--- src/common/chg_cfg_pkg.sv ---
// Constants and carrier types for the step-charge and thermal configuration bank.
// Assumes a byte-wide register access port driven by the serial configuration front end.
`default_nettype none
package chg_cfg_pkg;
	// ------------------------------------------------------------
	// Register map
	// ------------------------------------------------------------
	localparam logic [7:0] STEP_CFG_B_OFS  = 8'h14;
	localparam logic [7:0] THERM_CFG_A_OFS = 8'h15;
	localparam logic [7:0] THERM_CFG_B_OFS = 8'h16;
	localparam logic [7:0] STEP_CFG_B_MASK  = 8'h1F;
	localparam logic [7:0] THERM_CFG_A_MASK = 8'h7F;
	localparam logic [7:0] THERM_CFG_B_MASK = 8'h1F;
	// Reset values are not printed; neutral defaults
	localparam logic [7:0] STEP_CFG_B_RST  = 8'h07;
	localparam logic [7:0] THERM_CFG_A_RST = 8'h1F;
	localparam logic [7:0] THERM_CFG_B_RST = 8'h1F;
	// ------------------------------------------------------------
	// Field positions
	// ------------------------------------------------------------
	localparam int FRAC_LSB = 0;
	localparam int FRAC_MSB = 2;
	localparam int OFS_LSB  = 3;
	localparam int OFS_MSB  = 4;
	localparam int TEN_LSB  = 5;
	localparam int TEN_MSB  = 6;
	// ------------------------------------------------------------
	// Encodings, in millivolts and tenths
	// ------------------------------------------------------------
	localparam logic [11:0] UVLO_2V7_MV   = 12'hA8C;
	localparam logic [11:0] UVLO_2V9_MV   = 12'hB54;
	localparam logic [11:0] UVLO_3V0_MV   = 12'hBB8;
	localparam logic [11:0] UVLO_3V2_MV   = 12'hC80;
	localparam logic [12:0] BASE_REG_MV   = 13'h0FD2;  // 4.05 V
	localparam logic [12:0] BASE_STEP_MV  = 13'h0032;  // 50 mV
	localparam logic [12:0] DROP_150_MV   = 13'h0096;  // Zone drop code 00
	localparam logic [12:0] DROP_100_MV   = 13'h0064;  // Zone drop code 01
	localparam logic [12:0] DROP_50_MV    = 13'h0032;  // Zone drop code 10
	localparam logic [12:0] DROP_0_MV     = 13'h0000;  // Zone drop code 11
	localparam logic [3:0]  FRAC_MIN_TEN  = 4'h2;      // 0.2
	localparam logic [3:0]  FRAC_FULL_TEN = 4'hA;      // 1.0
	localparam logic [2:0]  FRAC_FULL_CODE = 3'h7;
	localparam logic [1:0]  DET_BOTH = 2'h0;
	localparam logic [1:0]  DET_RISE = 2'h1;
	localparam logic [1:0]  DET_FALL = 2'h2;
	localparam logic [1:0]  DET_NONE = 2'h3;
	typedef enum logic [1:0] {ZONE_COLD = 2'h0, ZONE_COOL = 2'h1,
		ZONE_ROOM = 2'h3, ZONE_WARM = 2'h2} zone_e;
	typedef struct packed {
		logic [2:0] step_frac;
		logic [1:0] uvlo_sel;
		logic [1:0] therm_en;
		logic [1:0] cool_ofs;
		logic [2:0] cool_frac;
		logic [1:0] room_ofs;
		logic [2:0] room_frac;
	} cfg_s;
endpackage
`default_nettype wire

--- src/verilog/charger_step_thermal_config.sv ---
// Step-charge and thermal-zone configuration bank with its decoded effective limits.
// Assumes a same-clock byte register port and a raw charger presence pin.
`default_nettype none
// Summary of operation
// - Marked fields return to defaults on presence edges chosen by detect option.
// - Undervoltage selector 00..11 decodes to 2.7, 2.9, 3.0, 3.2 V.
// - Above step threshold, step fraction 0.2..0.8 by tenths, 111 full.
// - Effective current is smaller of step and active zone reductions.
// - Thermistor enable field picks which zones allow charging.
// - Thermistor enable ignored when no charger input present.
// - Cool zone lowers regulation by 150, 100, 50 or 0 mV.
// - Cool zone scales current by its fraction field.
// - Room zone lowers regulation by 150, 100, 50 or 0 mV.
// - Room zone scales current by its fraction field.
// - Warm fraction uses same encoding and joins minimum selection.
// - Base regulation is 4.05 V plus 50 mV per code step.
module charger_step_thermal_config
	import chg_cfg_pkg::*;
(
	input  wire logic        ref_clk_in,       // 20 MHz register clock
	input  wire logic        rst_n_in,         // Async active-low reset
	input  wire logic [7:0]  reg_addr_in,      // Register address
	input  wire logic        reg_wr_in,        // Write strobe
	input  wire logic        reg_rd_in,        // Read strobe
	input  wire logic [7:0]  reg_wdata_in,     // Write data
	output logic      [7:0]  reg_rdata_out,    // Registered read data
	output logic             reg_rvalid_out,   // Read data valid pulse
	input  wire logic        supply_pin_in,    // Charger input presence pin
	input  wire logic [1:0]  input_detect_option_in, // Edge select
	input  wire logic [3:0]  base_regulation_voltage_in, // Base code
	input  wire logic        step_rising_threshold_in, // Battery above step threshold
	input  wire logic [2:0]  warm_current_fraction_in, // Warm zone code
	input  wire logic [1:0]  zone_in,          // Active thermistor zone
	output logic      [11:0] uvlo_mv_out,      // Undervoltage threshold mV
	output logic      [3:0]  current_tenths_out, // Effective fraction
	output logic      [12:0] regulation_mv_out, // Effective regulation mV
	output logic             charge_allowed_out, // Zone permits charging
	output logic             monitor_on_out,   // Thermistor monitoring active
	output logic      [16:0] cfg_out           // Packed configuration
);
	// ------------------------------------------------------------
	// State
	// ------------------------------------------------------------
	logic [7:0] step_q, therm_a_q, therm_b_q;
	logic       sync1_q, sync2_q, prev_q;
	logic [7:0] rdata_d;
	logic [3:0] step_t, cool_t, room_t, warm_t, zone_t, lim_t;
	logic [12:0] base_mv, drop_mv;
	logic       rise, fall, restore;
	cfg_s       cfg;
	zone_e      zone;

	// Zone voltage drop; shared by cool and room so both decode alike
	function automatic logic [12:0] drop_of(input logic [1:0] sel);
		unique case (sel)
			2'h0: drop_of = DROP_150_MV;
			2'h1: drop_of = DROP_100_MV;
			2'h2: drop_of = DROP_50_MV;
			2'h3: drop_of = DROP_0_MV;
		endcase
	endfunction

	// ------------------------------------------------------------
	// Presence synchroniser and plug edges
	// ------------------------------------------------------------
	// A supply already present at reset release looks like a rise; it only restores defaults

	// Presence pin crosses into the clock domain; only the second stage is read
	always_ff @(posedge ref_clk_in or negedge rst_n_in) begin
		if (!rst_n_in) begin
			sync1_q <= 1'b0;
			sync2_q <= 1'b0;
			prev_q  <= 1'b0;
		end else begin
			sync1_q <= supply_pin_in;
			sync2_q <= sync1_q;
			prev_q  <= sync2_q;
		end
	end

	assign rise = sync2_q & ~prev_q;
	assign fall = ~sync2_q & prev_q;
	// Edge selection by the detect option
	always_comb begin
		unique case (input_detect_option_in)
			DET_BOTH: restore = rise | fall;
			DET_RISE: restore = rise;
			DET_FALL: restore = fall;
			DET_NONE: restore = 1'b0;
		endcase
	end

	// ------------------------------------------------------------
	// Register file
	// ------------------------------------------------------------
	// Restore takes priority over a same-cycle host write: defaults must hold after plug events
	always_ff @(posedge ref_clk_in or negedge rst_n_in) begin
		if (!rst_n_in) begin
			step_q    <= STEP_CFG_B_RST;
			therm_a_q <= THERM_CFG_A_RST;
			therm_b_q <= THERM_CFG_B_RST;
		end else if (restore) begin
			step_q    <= STEP_CFG_B_RST;
			therm_a_q <= THERM_CFG_A_RST;
			therm_b_q <= THERM_CFG_B_RST;
		end else if (reg_wr_in) begin
			if (reg_addr_in == STEP_CFG_B_OFS)
				step_q <= reg_wdata_in & STEP_CFG_B_MASK;
			if (reg_addr_in == THERM_CFG_A_OFS)
				therm_a_q <= reg_wdata_in & THERM_CFG_A_MASK;
			if (reg_addr_in == THERM_CFG_B_OFS)
				therm_b_q <= reg_wdata_in & THERM_CFG_B_MASK;
		end
	end

	// ------------------------------------------------------------
	// Read port
	// ------------------------------------------------------------
	// Read mux; unmapped addresses return zero
	always_comb begin
		rdata_d = 8'h00;
		unique case (reg_addr_in)
			STEP_CFG_B_OFS:  rdata_d = step_q & STEP_CFG_B_MASK;
			THERM_CFG_A_OFS: rdata_d = therm_a_q & THERM_CFG_A_MASK;
			THERM_CFG_B_OFS: rdata_d = therm_b_q & THERM_CFG_B_MASK;
			default:         rdata_d = 8'h00;
		endcase
	end

	always_ff @(posedge ref_clk_in or negedge rst_n_in) begin
		if (!rst_n_in) begin
			reg_rdata_out  <= 8'h00;
			reg_rvalid_out <= 1'b0;
		end else begin
			reg_rvalid_out <= reg_rd_in;
			if (reg_rd_in)
				reg_rdata_out <= rdata_d;
		end
	end

	// ------------------------------------------------------------
	// Field decode
	// ------------------------------------------------------------
	assign cfg.step_frac = step_q[FRAC_MSB:FRAC_LSB];
	assign cfg.uvlo_sel  = step_q[OFS_MSB:OFS_LSB];
	assign cfg.therm_en  = therm_a_q[TEN_MSB:TEN_LSB];
	assign cfg.cool_ofs  = therm_a_q[OFS_MSB:OFS_LSB];
	assign cfg.cool_frac = therm_a_q[FRAC_MSB:FRAC_LSB];
	assign cfg.room_ofs  = therm_b_q[OFS_MSB:OFS_LSB];
	assign cfg.room_frac = therm_b_q[FRAC_MSB:FRAC_LSB];
	assign cfg_out = cfg;
	assign zone = zone_e'(zone_in);

	// Undervoltage threshold selector
	always_comb begin
		unique case (cfg.uvlo_sel)
			2'h0: uvlo_mv_out = UVLO_2V7_MV;
			2'h1: uvlo_mv_out = UVLO_2V9_MV;
			2'h2: uvlo_mv_out = UVLO_3V0_MV;
			2'h3: uvlo_mv_out = UVLO_3V2_MV;
		endcase
	end

	// ------------------------------------------------------------
	// Current and voltage limits
	// ------------------------------------------------------------
	// One decoder per fraction field keeps the four encodings identical
	frac_decode u_step (
		.code_in    (cfg.step_frac),
		.tenths_out (step_t)
	);
	frac_decode u_cool (
		.code_in    (cfg.cool_frac),
		.tenths_out (cool_t)
	);
	frac_decode u_room (
		.code_in    (cfg.room_frac),
		.tenths_out (room_t)
	);
	frac_decode u_warm (
		.code_in    (warm_current_fraction_in),
		.tenths_out (warm_t)
	);

	// Monitoring only counts with a charger present
	assign monitor_on_out = sync2_q && (cfg.therm_en != 2'h0);

	// Zone permission per enable field
	always_comb begin
		charge_allowed_out = 1'b1;
		if (monitor_on_out) begin
			unique case (zone)
				ZONE_COOL: charge_allowed_out = cfg.therm_en[0];
				ZONE_ROOM: charge_allowed_out = 1'b1;
				ZONE_WARM: charge_allowed_out = cfg.therm_en[1];
				ZONE_COLD: charge_allowed_out = 1'b0;
			endcase
		end
	end

	// Zone reductions; outside monitoring no zone limit applies
	always_comb begin
		zone_t  = FRAC_FULL_TEN;
		drop_mv = 13'h0000;
		if (monitor_on_out) begin
			unique case (zone)
				ZONE_COOL: begin
					zone_t  = cool_t;
					drop_mv = drop_of(cfg.cool_ofs);
				end
				ZONE_ROOM: begin
					zone_t  = room_t;
					drop_mv = drop_of(cfg.room_ofs);
				end
				ZONE_WARM: zone_t = warm_t;
				ZONE_COLD: zone_t = FRAC_FULL_TEN;
			endcase
		end
	end

	assign lim_t = step_rising_threshold_in ? step_t : FRAC_FULL_TEN;
	assign current_tenths_out = (lim_t < zone_t) ? lim_t : zone_t;
	// Base regulation: 4.05 V plus 50 mV per step
	assign base_mv = BASE_REG_MV + 13'(BASE_STEP_MV * {9'h000, base_regulation_voltage_in});
	assign regulation_mv_out = base_mv - drop_mv;
endmodule // charger_step_thermal_config
`default_nettype wire

--- src/verilog/frac_decode.sv ---
// Decodes a three-bit current fraction code into tenths of full current.
// Pure combinational leaf used once per zone and step field.
`default_nettype none
module frac_decode
	import chg_cfg_pkg::*;
(
	input  wire logic [2:0] code_in,   // Fraction code
	output logic      [3:0] tenths_out // Fraction in tenths
);
	// ------------------------------------------------------------
	// Decode
	// ------------------------------------------------------------
	// Codes below seven are linear; seven jumps to full current
	assign tenths_out = (code_in == FRAC_FULL_CODE) ? FRAC_FULL_TEN :
		FRAC_MIN_TEN + {1'b0, code_in};
endmodule // frac_decode
`default_nettype wire

--- config.mk ---
export PLATFORM = sky130hd
export DESIGN_NAME = charger_step_thermal_config
export DESIGN_NICKNAME = d
export VERILOG_FILES = /design/src/common/chg_cfg_pkg.sv /design/src/verilog/charger_step_thermal_config.sv /design/src/verilog/frac_decode.sv
export SDC_FILE = /design/constraint.sdc
export NUM_CORES = 1
export LEC_CHECK = 0
export ABC_AREA = 1
export BUFFER_PORTS_ARGS = -buffer_cell sky130_fd_sc_hd__buf_2
export CAP_MARGIN = 15
export CORE_AREA = 2 2 92 59
export CTS_BUF_LIST = sky130_fd_sc_hd__clkbuf_16
export DETAILED_ROUTE_END_ITERATION = 12
export DIE_AREA = 0 0 94 61
export PLACE_DENSITY = 0.82
export RECOVER_POWER = 50
export SKIP_CTS_REPAIR_TIMING = 1
export SLEW_MARGIN = 20
export SYNTH_ARGS = -nofsm -noshare
export SYNTH_HDL_FRONTEND = slang
export SYNTH_SLANG_ARGS = --single-unit
export TNS_END_PERCENT = 5
--- constraint.sdc ---
create_clock -name ref_clk_in -period 7.7 [get_ports ref_clk_in]
set_input_delay 1.155 -clock ref_clk_in [delete_from_list [all_inputs] [get_ports ref_clk_in]]
set_output_delay 1.155 -clock ref_clk_in [all_outputs]
set_load 0.01 [all_outputs]
==> flow_summary_export.csv <==
group,metric,value,unit
global_route,grt_pass1_vias,2254,
global_route,grt_start_max_net_pins,29,
routing,routed_wl,6.336,mm
place,hpwl,5.139,mm
place,gp_congestion,0.8848,
final_layout,multiInputGateArea,1595,µm²
timing,setup_viol,0,
routing,viasPerCell,5.088,
worst_setup_path,crit_path_end_kind,"output pin",
timing,fmax,196.7,MHz
synthesis,ys_ff_latch,28,
synthesis,ys_async_sr_fraction,1.000,
synthesis,synth_ff_type,"dfrtp_1",
final_layout,layout.area.seq,716.9,µm²
clock_network,cts_tree,"done",
worst_setup_path,crit_required,6550,ps
routing,remaining_drc_errors,0,
routing,drt_iter0_drc,126,
die,core,4880,µm²
global_route,grt-ovfl-total,0,
synthesis,netlist_area,2597,µm²
timing,tightestPinTransition,1485,ps
timing,rsz0062_at_grt,"no",
synthesis,synth_edf_count,0,
worst_setup_path,cp-startpoint,"base_regulation_voltage_in[0]",
timing,fin_crit_sh,0.6602,
die,fp-row-count,20,
job,maxCapViolCount,0,
global_route,grt_antenna_before_repair,0,
final_layout,area_growth,18.64,%
routing,wl_per_cell,12.96,µm
synthesis,synth_commonest_cells,"nand2_1 (82), inv_1 (55), ha_1 (43), nand3_1 (22), o21ai_0 (19)",
final_layout,final_nets,502,
die,die_area,5734,µm²
pwr,ir_drop,106.7,µV
global_route,grt_usage,0.2245,
worst_setup_path,path_class,"primary input to output pin",
timing,report.final.slew_viol_count,0,
synthesis,netlist_instances,341,
clock_network,root_buffer,"clkbuf_16",
synthesis,synth_warnings,0,
synthesis,synthTopCellsByArea,"ha_1 (21%), dfrtp_1 (14%), dfstp_2 (13%), nand2_1 (12%), inv_1 (7.9%)",
min_path,hold_class,"flip-flop to flip-flop",
clock_network,clock_sinks,28,
timing,skew,2.327,ps
clock_network,cts_buffers,3,
clock_network,htreeDepth,1,
pwr,p_per_area,196.6,nW/µm²
routing,postRouteAntennaNets,0,
pwr,total_power,605.9,µW
synthesis,synth_area_leader_cell,"ha_1",
worst_setup_path,critical_path.startpoint_type,"primary input",
routing,drtPass1Iterations,4,
synthesis,synth_top_area_frac,0.2071,
clock_network,clock_path_buffers,2,
timing,relSlewSlack,0.009983,
die,ios,90,
clock_network,path_clk_slew,70,ps
worst_setup_path,worstPathArrival,3930,ps
synthesis,synth_cell_types,34,
synthesis,synth_area_per_cell,7.617,µm²
routing,num_vias,2488,
timing,setup-tns-final,0,ps
global_route,grt_pass1_wl,10.07,mm
place,portBuffers,83,
worst_setup_path,rr_startpoint,"sync2_q",
die,die_h,61,µm
die,dieWidth,94,µm
timing,hold_violations,0,
final_layout,layout-drive-gt1-share,0.2175,
final_layout,antennaDiodeCount,0,
final_layout,finalCoreUtilization,0.6315,
timing,period_minus_slack,5084,ps
clock_network,clk_latency,260,ps
synthesis,yosysMostFrequentCell,"nand2_1",
worst_setup_path,cp_max_fo,4,
min_path,min_from,"sync1_q",
synthesis,ys_seq_area_frac,0.2760,
pwr,p_leak,1.694,nW
die,start_util,0.5323,
outcome,outcome,"completed",
final_layout,nFillCells,468,
==> power breakdown <==
part / total (mW) / leakage, nW / switching [mW] / internal (mW)
sequential: 0.193 / 0.333 / 0.0192 / 0.174
combinational: 0.292 / 1.32 / 0.177 / 0.116
clock: 0.121 / 0.0385 / 0.0512 / 0.0697
==> logic make-up (layout without fill, tap and decap cells) <==
| family | after synthesis | in the layout | share of synthesized area |
|---|---|---|---|
| simple gates | 138 | 138 | 0.2375 |
| buf+inv | 65 | 144 | 0.1069 |
| compound gates | 53 | 53 | 0.1204 |
| fa+ha+maj | 45 | 45 | 0.2225 |
| flops | 28 | 28 | 0.2760 |
| xor+xnor | 10 | 10 | 0.03372 |
| other cells | 2 | 5 | 0.002891 |
==> metal layers <==
| layer | track usage | share of wire | up-vias |
|---|---|---|---|
| met5 | 0 | 0 | - |
| met2 | 0.3765 | 0.44 | 97 |
| met1 | 0.3176 | 0.48 | 1132 |
| met4 | 0.01656 | 0.0036 | 0 |
| met3 | 0.04845 | 0.080 | 4 |
| li1 | - | - | 1255 |
==> metrics by stage <==
stage,hold slack (ps),area [µm²],cells,setup WS (ps)
floorplan,331.2,2609,344,3026
CTS,367.1,3122,489,2619
detailed placement,351.5,3043,485,2630
finish,363.9,3082,489,2616
global route,370.3,3082,489,2452
global placement,333.5,3043,485,2679
==> state kept, by name, summed over array words and instances (netlist names) <==
signal / flops
reg_rvalid_out: 1
sync2_q: 1
therm_a_q: 7
therm_b_q: 5
reg_rdata_out: 7
prev_q: 1
sync1_q: 1
step_q: 5
==> critical path, stage by stage <==
cell and delay [ps]:
buf_2 120, ha_1 290, ha_1 220, fa_1 500, inv_1 50, ha_1 260, inv_1 40, ha_1 340
a21oi_1 170, inv_1 50, a31oi_1 220, o21ai_0 190, xor2_1 170, buf_2 150
==> final timing paths <==
check / to / slack [ps] / cells past startpoint
worst max-delay path: regulation_mv_out[9] / 2620 / 14
worst max register to register: therm_b_q[3] / 5690 / 9
worst min register to register: sync2_q / 360 / 0
min in group asynchronous: sync1_q / 1230 / 1
worst min-delay path: sync2_q / 360 / 0
max in group asynchronous: reg_rdata_out[0] / 5600 / 1
==> final cells by class <==
| class | instances | share of cell area |
|---|---|---|
| Multi-Input combinational cell | 251 | 0.5177 |
| Sequential cell | 28 | 0.2326 |
| Timing Repair Buffer | 83 | 0.1279 |
| Inverter | 57 | 0.06943 |
| Tap cell | 66 | 0.02680 |
| Clock buffer | 3 | 0.02436 |
| Clock inverter | 1 | 0.001218 |
==> placed cells by master (no fill, tap or decap), types with 4 or more instances in the layout <==
cell      synthesis  layout
nand2_1          82      83
buf_2             0      66
inv_1            55      55
ha_1             43      43
nand3_1          22      22
o21ai_0          19      19
nor2_1           18      18
clkbuf_1          0      17
a21oi_1          16      16
dfrtp_1          15      15
dfstp_2          13      10
xor2_1            6       6
conb_1            2       5
xnor2_1           4       4
o221ai_1          4       4
No activity file was read; power rests on OpenSTA's default activity.
